--- src/rtl/envelope_coder_map.svh ---
`ifndef ENVELOPE_CODER_MAP_SVH
`define ENVELOPE_CODER_MAP_SVH

// ----------------------------------------
// re-centring thresholds and steps
// ----------------------------------------
`define EC_HIGH_THR 17
`define EC_LOW_THR 13
`define EC_STEP_MAX 3
`define EC_CENTRE 15
`define EC_SPAN_LIMIT 11
`define EC_RESIZED_MAX 31

// ----------------------------------------
// offsets into the positive range
// ----------------------------------------
`define EC_OFFSET_BAND 32
`define EC_OFFSET_FIRST 46
`define EC_OFFSET_TRANSIENT 15
`define EC_NT_MAX 63

// ----------------------------------------
// large-symbol coding fields
// ----------------------------------------
`define EC_LS_MIN (-4)
`define EC_LS_MAX 3
`define EC_FIRST_MIN (-64)
`define EC_FIRST_MAX 63
`define EC_FIRST_BIAS 64
`define EC_FIRST_W 7
`define EC_POS_W 5
`define EC_AMP_W 7
`define EC_SHIFT_W 3
`define EC_CMD_LARGE 1'b1

// ----------------------------------------
// reset values
// ----------------------------------------
`define EC_COST_RST 16'h0000
`define EC_FIELD_RST 24'h0000_00

`endif

--- src/rtl/envelope_coder_pkg.sv ---
package envelope_coder_pkg;
  typedef enum logic [2:0] {ST_IDLE, ST_SCAN, ST_DECIDE, ST_HEAD, ST_BODY, ST_DONE} state_t;
  typedef logic signed [9:0] wide_t;
endpackage

--- src/rtl/envelope_index_entropy_coder.sv ---
`include "envelope_coder_map.svh"
`timescale 1ns/1ps
`default_nettype none

// Notes on behaviour
// RULE1: high predecessor adds min(prev-17, 3)
// RULE2: low predecessor adds max(prev-13, -3)
// RULE3: resized cost sums lengths, bands one onward
// RULE4: modified index outside 0..31 disqualifies
// RULE5: span deviation from min/max around 15
// RULE6: resized allowed only below span 11
// RULE7: resized length table, symbols 5..25 only
// RULE8: pulse mode only for at most one large index after the first
// RULE9: first index beyond -64..63 forces scale
// RULE10: eight-symbol fixed large code table
// RULE11: first index escape flag, 7-bit biased
// RULE12: pulse flag, 5-bit position, 7-bit amplitude
// RULE13: header field order for large symbols
// RULE14: scale splits 3 upper, uncoded lower bits
// RULE15: smallest shift fitting range, 3-bit field
// RULE16: offsets 32/46, range 0..63 else large; transient offset 15, range 0..31
// RULE17: peel lsb then halve non-transient index
// RULE18: select resized when nonzero and not worse
// RULE19: msb first; zero length disqualifies
// RULE20: upstream holds frame until done
module envelope_index_entropy_coder #(
  parameter int MAX_BANDS = 32,
  parameter int IDX_W = 8
) (
  // clock, reset, enable
  input wire logic clk_i,
  input wire logic rst_b_i,
  input wire logic ce_i,
  // frame from the quantizer
  input wire logic start_i,
  input wire logic [5:0] band_count_i,
  input wire logic transient_frame_flag_i,
  input wire logic [MAX_BANDS*IDX_W-1:0] diff_index_i,
  input wire logic [15:0] context_cost_i,
  // mode decision
  output logic busy_o,
  output logic done_o,
  output logic resized_select_flag_o,
  output logic resized_allowed_o,
  output logic [15:0] resized_cost_o,
  output logic [15:0] best_cost_o,
  output logic large_select_o,
  output logic scale_mode_o,
  output logic [2:0] shift_o,
  output logic [MAX_BANDS-1:0] lsb_bits_o,
  // packed fields to the packer
  output logic field_valid_o,
  output logic [23:0] field_bits_o,
  output logic [4:0] field_len_o
);
  import envelope_coder_pkg::*;

  initial begin
    if (MAX_BANDS < 2 || MAX_BANDS > 32 || IDX_W < 8 || IDX_W > 9) begin
      $error("envelope coder: unsupported MAX_BANDS or IDX_W");
    end
  end

  // ----------------------------------------
  // helpers
  // ----------------------------------------
  function automatic wide_t band_idx(input logic [MAX_BANDS*IDX_W-1:0] v, input logic [5:0] b);
    logic signed [IDX_W-1:0] e;
    e = v[b*IDX_W +: IDX_W];
    return wide_t'(e);
  endfunction

  function automatic logic [3:0] resized_len(input wide_t s);
    logic [3:0] l;
    l = 4'h0;
    if (s >= 10'sd5 && s <= 10'sd25) begin
      if (s == 10'sd5 || s == 10'sd25) begin // RULE7
        l = 4'hb;
      end else if (s == 10'sd6 || s == 10'sd7) begin
        l = 4'ha;
      end else if (s <= 10'sd15) begin
        l = 4'(10'sd17 - s);
      end else begin
        l = 4'(s - 10'sd14);
      end
    end
    return l;
  endfunction

  // {length, code right-aligned}
  function automatic logic [9:0] large_code(input wide_t v);
    logic [9:0] r;
    r = 10'h000;
    unique case (v[3:0]) // RULE10
      4'h0: r = {3'd1, 7'b0000001};
      4'hf: r = {3'd2, 7'b0000001};
      4'he: r = {3'd3, 7'b0000001};
      4'hd: r = {3'd5, 7'b0000011};
      4'h1: r = {3'd4, 7'b0000000};
      4'h2: r = {3'd6, 7'b0000100};
      4'h3: r = {3'd7, 7'b0001010};
      4'hc: r = {3'd7, 7'b0001011};
      default: r = 10'h000;
    endcase
    return r;
  endfunction

  function automatic logic in_small(input wide_t v);
    return v >= wide_t'(`EC_LS_MIN) && v <= wide_t'(`EC_LS_MAX);
  endfunction

  // ----------------------------------------
  // sequencing
  // ----------------------------------------
  state_t state_reg;
  logic [5:0] bidx_reg;
  logic last_band;
  assign last_band = (bidx_reg + 6'd1 >= band_count_i);

  always_ff @(posedge clk_i or negedge rst_b_i) begin
    if (!rst_b_i) begin
      state_reg <= ST_IDLE;
      bidx_reg <= 6'd0;
    end else if (ce_i) begin
      unique case (state_reg)
        ST_IDLE: if (start_i) begin // RULE20
          state_reg <= ST_SCAN;
          bidx_reg <= 6'd0;
        end
        ST_SCAN: begin
          bidx_reg <= bidx_reg + 6'd1;
          if (last_band) begin
            state_reg <= ST_DECIDE;
          end
        end
        ST_DECIDE: state_reg <= small_fail_reg ? ST_HEAD : ST_DONE;
        ST_HEAD: begin
          state_reg <= ST_BODY;
          bidx_reg <= 6'd0;
        end
        ST_BODY: begin
          bidx_reg <= bidx_reg + 6'd1;
          if (last_band) begin
            state_reg <= ST_DONE;
          end
        end
        ST_DONE: state_reg <= ST_IDLE;
      endcase
    end
  end

  // ----------------------------------------
  // per-band scan
  // ----------------------------------------
  wide_t raw, off, val, modv, prev_reg, rmin_reg, rmax_reg, lmin_reg, lmax_reg, amp_reg, first_reg;
  logic [15:0] cost_reg;
  logic rs_bad_reg, small_fail_reg;
  logic [5:0] out_cnt_reg;
  logic [4:0] pos_reg;
  logic [3:0] mlen;

  always_comb begin
    raw = band_idx(diff_index_i, bidx_reg);
    if (transient_frame_flag_i) begin
      off = raw + wide_t'(`EC_OFFSET_TRANSIENT);
      val = off;
    end else begin
      off = raw + ((bidx_reg == 6'd0) ? wide_t'(`EC_OFFSET_FIRST) : wide_t'(`EC_OFFSET_BAND)); // RULE16
      val = off >>> 1; // RULE17
    end
    modv = val;
    if (prev_reg > wide_t'(`EC_HIGH_THR)) begin // RULE1
      modv = val + ((prev_reg - wide_t'(`EC_HIGH_THR) < wide_t'(`EC_STEP_MAX)) ?
                    prev_reg - wide_t'(`EC_HIGH_THR) : wide_t'(`EC_STEP_MAX));
    end else if (prev_reg < wide_t'(`EC_LOW_THR)) begin // RULE2
      modv = val + ((prev_reg - wide_t'(`EC_LOW_THR) > -wide_t'(`EC_STEP_MAX)) ?
                    prev_reg - wide_t'(`EC_LOW_THR) : -wide_t'(`EC_STEP_MAX));
    end
    mlen = resized_len(modv);
  end

  always_ff @(posedge clk_i or negedge rst_b_i) begin
    if (!rst_b_i) begin
      prev_reg <= '0;
      cost_reg <= `EC_COST_RST;
      rmin_reg <= '0;
      rmax_reg <= '0;
      rs_bad_reg <= 1'b0;
      small_fail_reg <= 1'b0;
      lsb_bits_o <= '0;
    end else if (ce_i) begin
      if (state_reg == ST_IDLE && start_i) begin
        cost_reg <= `EC_COST_RST;
        rmin_reg <= wide_t'(`EC_RESIZED_MAX);
        rmax_reg <= '0;
        rs_bad_reg <= 1'b0;
        small_fail_reg <= 1'b0;
        lsb_bits_o <= '0;
      end else if (state_reg == ST_SCAN) begin
        prev_reg <= val;
        if (off < 0 || off > (transient_frame_flag_i ? wide_t'(`EC_RESIZED_MAX) : wide_t'(`EC_NT_MAX))) begin
          small_fail_reg <= 1'b1; // RULE16
        end
        if (!transient_frame_flag_i) begin
          lsb_bits_o[bidx_reg[4:0]] <= off[0]; // RULE17
        end
        if (bidx_reg != 6'd0) begin
          cost_reg <= cost_reg + 16'(mlen); // RULE3
          if (modv < rmin_reg) rmin_reg <= modv; // RULE5
          if (modv > rmax_reg) rmax_reg <= modv;
          if (modv < 0 || modv > wide_t'(`EC_RESIZED_MAX) || mlen == 4'h0) begin
            rs_bad_reg <= 1'b1; // RULE4 RULE19
          end
        end
      end
    end
  end

  // ----------------------------------------
  // large-symbol statistics
  // ----------------------------------------
  always_ff @(posedge clk_i or negedge rst_b_i) begin
    if (!rst_b_i) begin
      lmin_reg <= '0;
      lmax_reg <= '0;
      out_cnt_reg <= 6'd0;
      pos_reg <= 5'd0;
      amp_reg <= '0;
      first_reg <= '0;
    end else if (ce_i) begin
      if (state_reg == ST_IDLE && start_i) begin
        lmin_reg <= '0;
        lmax_reg <= '0;
        out_cnt_reg <= 6'd0;
        pos_reg <= 5'd0;
        amp_reg <= '0;
      end else if (state_reg == ST_SCAN) begin
        if (raw < lmin_reg) lmin_reg <= raw;
        if (raw > lmax_reg) lmax_reg <= raw;
        if (bidx_reg == 6'd0) begin
          first_reg <= raw;
        end else if (!in_small(raw)) begin
          out_cnt_reg <= out_cnt_reg + 6'd1;
          pos_reg <= bidx_reg[4:0];
          amp_reg <= raw;
        end
      end
    end
  end

  // ----------------------------------------
  // mode decision
  // ----------------------------------------
  wide_t span;
  logic pulse_ok, esc, pulse;
  logic [2:0] shift_calc;
  logic [15:0] ctx_cost;
  always_comb begin
    span = (wide_t'(`EC_CENTRE) - rmin_reg > rmax_reg - wide_t'(`EC_CENTRE)) ?
           wide_t'(`EC_CENTRE) - rmin_reg : rmax_reg - wide_t'(`EC_CENTRE); // RULE5
    esc = !in_small(first_reg);
    pulse = (out_cnt_reg == 6'd1);
    pulse_ok = (out_cnt_reg <= 6'd1) // RULE8
               && first_reg >= wide_t'(`EC_FIRST_MIN) && first_reg <= wide_t'(`EC_FIRST_MAX) // RULE9
               && amp_reg >= wide_t'(`EC_FIRST_MIN) && amp_reg <= wide_t'(`EC_FIRST_MAX);
    shift_calc = 3'd7;
    for (int s = 7; s >= 0; s--) begin // RULE15
      if ((lmax_reg >>> s) <= wide_t'(`EC_LS_MAX) && (lmin_reg >>> s) >= wide_t'(`EC_LS_MIN)) begin
        shift_calc = 3'(s);
      end
    end
    ctx_cost = small_fail_reg ? 16'hffff : context_cost_i;
  end

  always_ff @(posedge clk_i or negedge rst_b_i) begin
    if (!rst_b_i) begin
      resized_select_flag_o <= 1'b0;
      resized_allowed_o <= 1'b0;
      resized_cost_o <= `EC_COST_RST;
      best_cost_o <= `EC_COST_RST;
      large_select_o <= 1'b0;
      scale_mode_o <= 1'b0;
      shift_o <= 3'd0;
    end else if (ce_i && state_reg == ST_SCAN && last_band) begin
      resized_select_flag_o <= 1'b0;
      large_select_o <= 1'b0;
      scale_mode_o <= 1'b0;
      shift_o <= 3'd0;
    end else if (ce_i && state_reg == ST_DECIDE) begin
      resized_allowed_o <= !rs_bad_reg && span < wide_t'(`EC_SPAN_LIMIT) && !small_fail_reg; // RULE6
      resized_cost_o <= cost_reg;
      if (!rs_bad_reg && span < wide_t'(`EC_SPAN_LIMIT) && !small_fail_reg
          && cost_reg != 16'h0000 && cost_reg <= ctx_cost) begin // RULE18
        resized_select_flag_o <= 1'b1;
        best_cost_o <= cost_reg;
      end else begin
        resized_select_flag_o <= 1'b0;
        best_cost_o <= context_cost_i;
      end
      large_select_o <= small_fail_reg; // RULE16
      scale_mode_o <= small_fail_reg && !pulse_ok; // RULE8 RULE9
      shift_o <= (small_fail_reg && !pulse_ok) ? shift_calc : 3'd0;
    end
  end

  // ----------------------------------------
  // field emission, msb first
  // ----------------------------------------
  logic [23:0] fb;
  logic [4:0] fl;
  logic fv;
  logic [9:0] hc;
  wide_t up, biased;
  always_comb begin
    fb = `EC_FIELD_RST;
    fl = 5'd0;
    fv = 1'b0;
    up = raw >>> shift_o;
    hc = large_code(scale_mode_o ? up : raw);
    biased = first_reg + wide_t'(`EC_FIRST_BIAS);
    if (state_reg == ST_HEAD) begin // RULE13
      fv = 1'b1;
      if (scale_mode_o) begin
        fb = {19'h0_0000, `EC_CMD_LARGE, 1'b1, shift_o};
        fl = 5'd5;
      end else begin
        fb = {20'h0_0000, `EC_CMD_LARGE, 1'b0, esc, pulse}; // RULE11 RULE12
        fl = 5'd4;
        if (esc) begin
          fb = (fb << `EC_FIRST_W) | 24'(biased[`EC_FIRST_W-1:0]); // RULE11
          fl = fl + 5'd7;
        end
        if (pulse) begin
          fb = (fb << (`EC_POS_W + `EC_AMP_W)) | 24'({pos_reg, 7'(amp_reg + wide_t'(`EC_FIRST_BIAS))}); // RULE12
          fl = fl + 5'd12;
        end
      end
    end else if (state_reg == ST_BODY) begin
      if (scale_mode_o) begin // RULE14
        fv = 1'b1;
        fb = (24'(hc[6:0]) << shift_o) | (24'(raw[6:0]) & ((24'h00_0001 << shift_o) - 24'h00_0001));
        fl = 5'(hc[9:7]) + 5'(shift_o);
      end else if (!((bidx_reg == 6'd0 && esc) || (pulse && bidx_reg[4:0] == pos_reg && bidx_reg != 6'd0))) begin
        fv = 1'b1; // RULE12
        fb = 24'(hc[6:0]);
        fl = 5'(hc[9:7]);
      end
    end
  end

  always_ff @(posedge clk_i or negedge rst_b_i) begin
    if (!rst_b_i) begin
      field_valid_o <= 1'b0;
      field_bits_o <= `EC_FIELD_RST;
      field_len_o <= 5'd0;
    end else if (ce_i) begin
      field_valid_o <= fv; // RULE19
      field_bits_o <= fb;
      field_len_o <= fl;
    end
  end

  always_ff @(posedge clk_i or negedge rst_b_i) begin
    if (!rst_b_i) begin
      busy_o <= 1'b0;
      done_o <= 1'b0;
    end else if (ce_i) begin
      busy_o <= (state_reg != ST_IDLE && state_reg != ST_DONE) || (state_reg == ST_IDLE && start_i);
      done_o <= (state_reg == ST_DONE);
    end
  end

endmodule

`default_nettype wire

--- config.mk ---
export PLATFORM = sky130hd
export DESIGN_NAME = envelope_index_entropy_coder
export DESIGN_NICKNAME = d
export VERILOG_FILES = /design/src/rtl/envelope_coder_pkg.sv /design/src/rtl/envelope_index_entropy_coder.sv
export VERILOG_INCLUDE_DIRS = /design/src /design/src/rtl
export SDC_FILE = /design/constraint.sdc
export NUM_CORES = 1
export LEC_CHECK = 0
export BUFFER_PORTS_ARGS = -buffer_cell sky130_fd_sc_hd__buf_2
export CORE_MARGIN = 2
export CORE_UTILIZATION = 30
export CTS_BUF_LIST = sky130_fd_sc_hd__clkbuf_4
export DETAILED_ROUTE_END_ITERATION = 6
export GPL_TIMING_DRIVEN = 0
export PLACE_DENSITY = 0.51
export SLEW_MARGIN = 5
export SYNTH_ARGS = -nofsm -noshare
export SYNTH_HDL_FRONTEND = slang
export SYNTH_SLANG_ARGS = --single-unit
--- constraint.sdc ---
create_clock -name clk_i -period 9.98 [get_ports clk_i]
set_clock_uncertainty 0.05 [all_clocks]
set_input_delay 0 -clock clk_i [delete_from_list [all_inputs] [get_ports clk_i]]
set_output_delay 0 -clock clk_i [all_outputs]
set_load 0.01 [all_outputs]
### Word level (Yosys, flattened, before mapping)

Memory sizes are Yosys's and may differ from the RTL's.
Index checks and enable logic that the tools add are counted.
Widths: inputs -> output; s select.

| cells by class | value |
|---|---|
| add/sub/neg operators | 18 |
| shift operators | 4 |
| muxes and demuxes | 104 |
| bitwise operators | 6 |
| equal/unequal tests | 18 |
| $lt $le $gt $ge | 44 |
| reduce and logical (&&, ||, !) cells | 70 |

Operators with widths:

| kind | number |
|---|---|
| $shiftx 256x10->8 | 1 |
| $mux 10 | 25 |
| $mux 24 | 8 |
| $mux 32 | 3 |
| $mux 16 | 5 |
| $mux 5 | 9 |
| $mux 3 | 14 |
| $mux 4 | 9 |
| $mux 6 | 6 |
| $bwmux 32 | 1 |
| $eq 10x4->1 const B | 3 |
| $logic_and 1x1->1 | 28 |
| $and 24x24->24 | 1 |
| $ge 8x3->1 const B | 3 |
| $le 8x3->1 const B | 3 |
| $or 11x24->24 | 1 |
| $or 24x12->24 | 1 |
| $or 24x24->24 | 1 |
| $reduce_and 4->1 | 6 |
| $shl 1x3->24 const A | 1 |
| $shl 7x3->24 | 1 |
| $sub 24x1->24 const B | 1 |
| $reduce_and 3->1 | 7 |
| $add 10x10->10 | 2 |
| 73 further kinds | 124 |

| storage, ports and cells | value |
|---|---|
| ROM bits | 112 |
| memories | 1 |
| output and inout port bits | 103 |
| register bits | 209 |
| word-level logic and storage cells | 292 |

Memory list:

| name | depth | bits a word | read ports | clocked after Yosys merged registers in | write ports | RTL line | text |
|---|---|---|---|---|---|---|---|
| (no name shown) | 16 | 7 | 1 | 0 | 0 | envelope_index_entropy_coder.sv:94 | `unique case (v[3:0])` |

### Longest topological paths before layout

| logic depth | value |
|---|---|
| depth after elaboration | 18 |
| mapped depth | 39 |
| mapped depth without buffers | 35 |

### Least setup slack after synthesis

OpenSTA, ideal clock, no wires.

| timing path | value |
|---|---|
| kind | register -> register |
| start point | register bidx_reg[1] |
| end point | register cost_reg[10] |
| path slack | 2072 ps |
| data arrival time | 7781 ps |
| stages on the path, launching flop included | 39 |
| clock period less this slack | 7908 ps |
| buffers on the path | 4 |
| setup time | 78 ps |
| path through | dfrtp_1 -> buf_6 -> buf_8 -> buf_6 -> buf_6 -> mux2i_1 -> o22ai_1 -> nor4_1 -> nand2_1 -> nand2_1 -> inv_1 -> ha_1 -> fa_1 -> a21oi_1 -> a21oi_1 -> o21ai_0 -> xor2_1 -> o31a_1 -> [... 3 more ...] -> o211a_1 -> a221oi_1 -> mux2_2 -> a22oi_1 -> o21ai_0 -> xnor2_1 -> inv_2 -> nor4_1 -> nor2b_1 -> ha_1 -> inv_1 -> fa_1 -> nor2b_1 -> o21ai_0 -> a21oi_1 -> nand3_1 -> or3_1 -> a21oi_1 |

| between the ends | value |
|---|---|
| elaborated cells between the ends (all ways) | 33 |
| those cells by class | add/sub (7); order compare (3); eq/ne (4); shift (1); mux (11); reduce/logical (7) |

RTL lines:

| item | RTL line | text |
|---|---|---|
| from (decl) | envelope_index_entropy_coder.sv:116 | `logic [5:0] bidx_reg;` |
| from (signal assigned) | envelope_index_entropy_coder.sv:131 | `bidx_reg <= bidx_reg + 6'd1;` |
| from (signal assigned) | envelope_index_entropy_coder.sv:142 | `bidx_reg <= bidx_reg + 6'd1;` |
| $shiftx 256x10->8 (*) | envelope_index_entropy_coder.sv:69 | `e = v[b*IDX_W +: IDX_W];` |
| via raw[1] | envelope_index_entropy_coder.sv:155 | `wide_t raw, off, val, modv, prev_reg, rmin_reg, rmax_reg, lmin_reg, lmax_reg, amp_reg, first_reg;` |
| $add 8x7->9 or $add 8x5->9 (tied branches) | envelope_index_entropy_coder.sv:168, envelope_index_entropy_coder.sv:165 |  |
| $mux 10 (*) | envelope_index_entropy_coder.sv:164 | `if (transient_frame_flag_i) begin` |
| via val[6] | envelope_index_entropy_coder.sv:155 |  |
| $add 10x10->10 | envelope_index_entropy_coder.sv:176 | `` modv = val + ((prev_reg - wide_t'(`EC_LOW_THR) > -wide_t'(`EC_STEP_MAX)) ? `` |
| $mux 10 | envelope_index_entropy_coder.sv:175 | `` end else if (prev_reg < wide_t'(`EC_LOW_THR)) begin `` |
| $mux 10 (*) | envelope_index_entropy_coder.sv:172 | `` if (prev_reg > wide_t'(`EC_HIGH_THR)) begin `` |
| $le 10x5->1 or $eq 10x4->1 (tied branches) | envelope_index_entropy_coder.sv:81, envelope_index_entropy_coder.sv:79 |  |
| $mux 4 or $logic_or 1x1->1 (tied branches) | envelope_index_entropy_coder.sv:81, envelope_index_entropy_coder.sv:79 |  |
| $mux 4 | envelope_index_entropy_coder.sv:79 | `end else if (s == 10'sd6 \|\| s == 10'sd7) begin` |
| $mux 4 | envelope_index_entropy_coder.sv:77 | `if (s == 10'sd5 \|\| s == 10'sd25) begin` |
| $mux 4 (*) | envelope_index_entropy_coder.sv:76 | `if (s >= 10'sd5 && s <= 10'sd25) begin` |
| $add 16x4->16 (*) | envelope_index_entropy_coder.sv:208 | `cost_reg <= cost_reg + 16'(mlen);` |
| $mux 16 (*) | envelope_index_entropy_coder.sv:207 | `if (bidx_reg != 6'd0) begin` |
| $mux 16 (*) | envelope_index_entropy_coder.sv:199 | `end else if (state_reg == ST_SCAN) begin` |
| $mux 16 (*) | envelope_index_entropy_coder.sv:192 | `if (state_reg == ST_IDLE && start_i) begin` |
| to (signal assigned) | envelope_index_entropy_coder.sv:185 | `` cost_reg <= `EC_COST_RST; `` |
| to (signal assigned) | envelope_index_entropy_coder.sv:193 | `` cost_reg <= `EC_COST_RST; `` |
| to (signal assigned) | envelope_index_entropy_coder.sv:208 |  |
| to (decl) | envelope_index_entropy_coder.sv:156 | `logic [15:0] cost_reg;` |

The timed path passes the listed nets; every way through them passes the cells marked *. The select of a mux whose other input is x is not followed.
A chain may end at the register's enable or synchronous reset.

### Worst setup path after layout

Ends and elaborated chain as after synthesis.

==> impl_metrics.json <==
{
  "max_stage_delay_ps": 480,
  "finalPower_mw": 8.548,
  "drc": 0,
  "htreeDepth": 2,
  "dp.final_hpwl_um": 55570,
  "syn_area_um2": 16440,
  "largest-register": "lsb_bits_o",
  "drt_first_pass_iters": 7,
  "r2r_cells": 38,
  "cts_made_buffers": 61,
  "grt-ovfl-total": 0,
  "finalSetupTns_ps": 0,
  "rsz0062_at_grt": "false",
  "grt_max_degree": 79,
  "max_cap_viol_count": 0,
  "numClockSinks": 202,
  "cp_top_family": "compound AO/OA/AOI/OAI gates",
  "synth_edf_count": 0,
  "yosysWarnings": 0,
  "drive_above_1_share_pct": 24.64,
  "reg2reg_setup_slack_ps": 650,
  "vias": 16990,
  "hold_violations": 0,
  "die_width_um": 238.1,
  "crit_end": "cost_reg[10]$_DFFE_PN0P_",
  "portBuffers": 383,
  "area_growth_pct": 27.90,
  "via_per_inst": 5.295,
  "irDropWorstVdd_v": 0.0002636,
  "ys.flop_type": "dfrtp_1",
  "p_leak_nw": 9.994,
  "synth.avg_cell_area_um2": 8.520,
  "slew_headroom_pct": 18.52,
  "initial_core_util_pct": 30.44,
  "grt_use_met1_pct": 28.46,
  "critPathArrivalTime_ps": 10010,
  "finalCriticalPeriod_ps": 9327,
  "cts.path.max_buffers": 3,
  "pin_count": 386,
  "post-place-ws_ps": -801.7,
  "syn_inst": 1930,
  "power.density_nw_per_um2": 406.4,
  "hold_path.class": "in -> reg",
  "worst_pin_slew_ps": 1222,
  "worst_slack_ps": 652.8,
  "use_met3_pct": 3.771,
  "path_max_fanout": 10,
  "detail-route-antenna-nets": 0,
  "cp.depth": 38,
  "syn_nets": 2338,
  "largest_reg_flops": 32,
  "clockRootBuffer": "clkbuf_4",
  "wl_um": 70300,
  "grtUsageTotal_pct": 24.43,
  "clock_latency_ps": 830,
  "final_area_um2": 21030,
  "initialDrtViolationCount": 1072,
  "fin_nets": 2868,
  "antenna_found_initial": 5,
  "wl_per_cell_um": 21.91,
  "status": "completed",
  "clkTransAtPathRegs_ps": 60,
  "core_area_um2": 54030,
  "fmax_mhz": 107.2,
  "ys_types": 89,
  "dieArea_um2": 56700,
  "largest_registers": "lsb_bits_o x32, field_bits_o x24",
  "critPathRequiredTime_ps": 10660,
  "maxSlewViolCount": 0,
  "grt_pass1_wl_um": 106000,
  "setup_viol": 0,
  "ys_ff_latch": 202,
  "tritoncts": "done",
  "gp_congestion": 0.9356,
  "globalRouteMet2Util_pct": 42.87,
  "synthArstFlopShare_pct": 100.0,
  "slowest_stage": "dfrtp_1",
  "gr-max-usage-layer": "met2",
  "dpl_cell_area_um2": 19300,
  "die_h_um": 238.1,
  "crit_path_end_kind": "flip-flop",
  "startpoint": "bidx_reg[1]$_DFFE_PN0P_",
  "path_class": "reg -> reg",
  "cp-start-kind": "flip-flop",
  "rr_startpoint": "bidx_reg[1]$_DFFE_PN0P_",
  "grt_pass1_vias": 17760,
  "num_rows": 85,
  "synth-seq-area-share_pct": 30.74,
  "min_period_over_period_pct": 93.46,
  "rr_endpoint": "cost_reg[10]$_DFFE_PN0P_",
  "critPathBufInv": 8
}
layout by cell type (no fill, tap or decap), types with 32 or more instances in the layout:
cell type,instances
clkbuf_1,70
a21oi_1,119
mux2_2,36
buf_2,400
mux2i_1,147
o22ai_1,70
nor2_1,149
o21ai_0,174
xnor2_1,45
clkbuf_4,85
ha_1,120
nor3_1,32
nand3_1,38
nand2_1,182
dfrtp_1,202
inv_1,94
dlygate4sd3_1,79
worst min-delay path by stage:
stage                            from                         end  slack (ps)  depth (start not counted)
floorplan                     rst_b_i      amp_reg[0]$_DFFE_PN0P_        -350                          0
global route          band_count_i[4]    state_reg[0]$_DFFE_PN0P_         110                          8
detailed placement            rst_b_i     prev_reg[8]$_DFFE_PN0P_         -70                          1
global placement    context_cost_i[7]  best_cost_o[7]$_DFFE_PN0P_         270                          3
CTS                   band_count_i[4]    state_reg[0]$_DFFE_PN0P_          70                          8
finish                band_count_i[4]    state_reg[0]$_DFFE_PN0P_         150                          8
metal layers:
metal / up-vias / share of wire, %
li1: 8085 / -
met1: 8178 / 40
met2: 567 / 50
met3: 155 / 4.7
met4: 2 / 5.8
met5: - / 0.014
synth_stat cells (39+ instances only):
library cell / instances / area share [%]
a21oi_1: 121 / 3.7
clkbuf_1: 70 / 1.6
dfrtp_1: 202 / 31
ha_1: 120 / 9.1
inv_1: 94 / 2.1
mux2i_1: 150 / 9.1
nand2_1: 185 / 4.2
nand3_1: 39 / 1.2
nor2_1: 149 / 3.4
o21ai_0: 174 / 5.3
o22ai_1: 71 / 2.7
xnor2_1: 46 / 2.4
worst reg2reg max path: cells and delay by family (launching register included):
family,cells,cell delay [ps]
AOI/OAI and AO/OA,13,2460
and+or+nand+nor,8,2140
adders and majority gates,5,1600
buffers and inverters,8,1240
muxes,2,720
xor gates and xnor gates,2,540
DFF,1,480
what timing repair did:
action | in CTS | in global routing
setup buffers | 1 | 1
resized for setup | 4 | 17
pin swaps | 1 | 1
endpoints found under the hold margin | 256 | 0
setup endpoints to repair | 12 | 11
hold buffers | 80 | 0
final cells by class:
class | instances | area [um^2]
multi-input cells | 1510 | 10550
diodes | 4 | 10.01
fillers | 5604 | 32990
clock inverters | 26 | 140.1
clock buffers | 85 | 638.1
flip-flops and latches | 202 | 5055
plain buffers | 114 | 566.8
repair buffers | 467 | 2815
inverters | 104 | 390.4
well taps | 696 | 870.8
cells by family (layout without fill, tap and decap cells):
group / Yosys count / in the layout / share of synthesized area [%]
buffers and inverters: 218 / 796 / 5.821
flip-flops: 202 / 202 / 30.74
AO/OA/AOI/OAI: 541 / 541 / 20.25
adder cells (fa/ha/maj): 125 / 125 / 9.739
XOR/XNOR: 67 / 67 / 3.568
other: 0 / 4 / 0
AND/OR/NAND/NOR: 589 / 589 / 18.01
multiplexers: 188 / 188 / 11.87
metrics by stage:
stage,hold WS (ps),instances,utilization [%]
after floorplan,-345.6,1930,-
after global placement,270.8,3009,35.60
after detailed placement,-68.38,3011,35.72
after CTS,66.04,3203,38.74
after global routing,105.1,3207,38.93
final,148.4,3208,38.93
where the power goes:
| part | leakage [nW] | switching [mW] | internal, mW |
|---|---|---|---|
| sequential | 2.65 | 0.211 | 1.05 |
| clock | 0.465 | 0.416 | 0.421 |
| combinational | 6.88 | 3.92 | 2.54 |
| total | 9.99 | 4.54 | 4.01 |
Power figures use the tool's default switching activity.
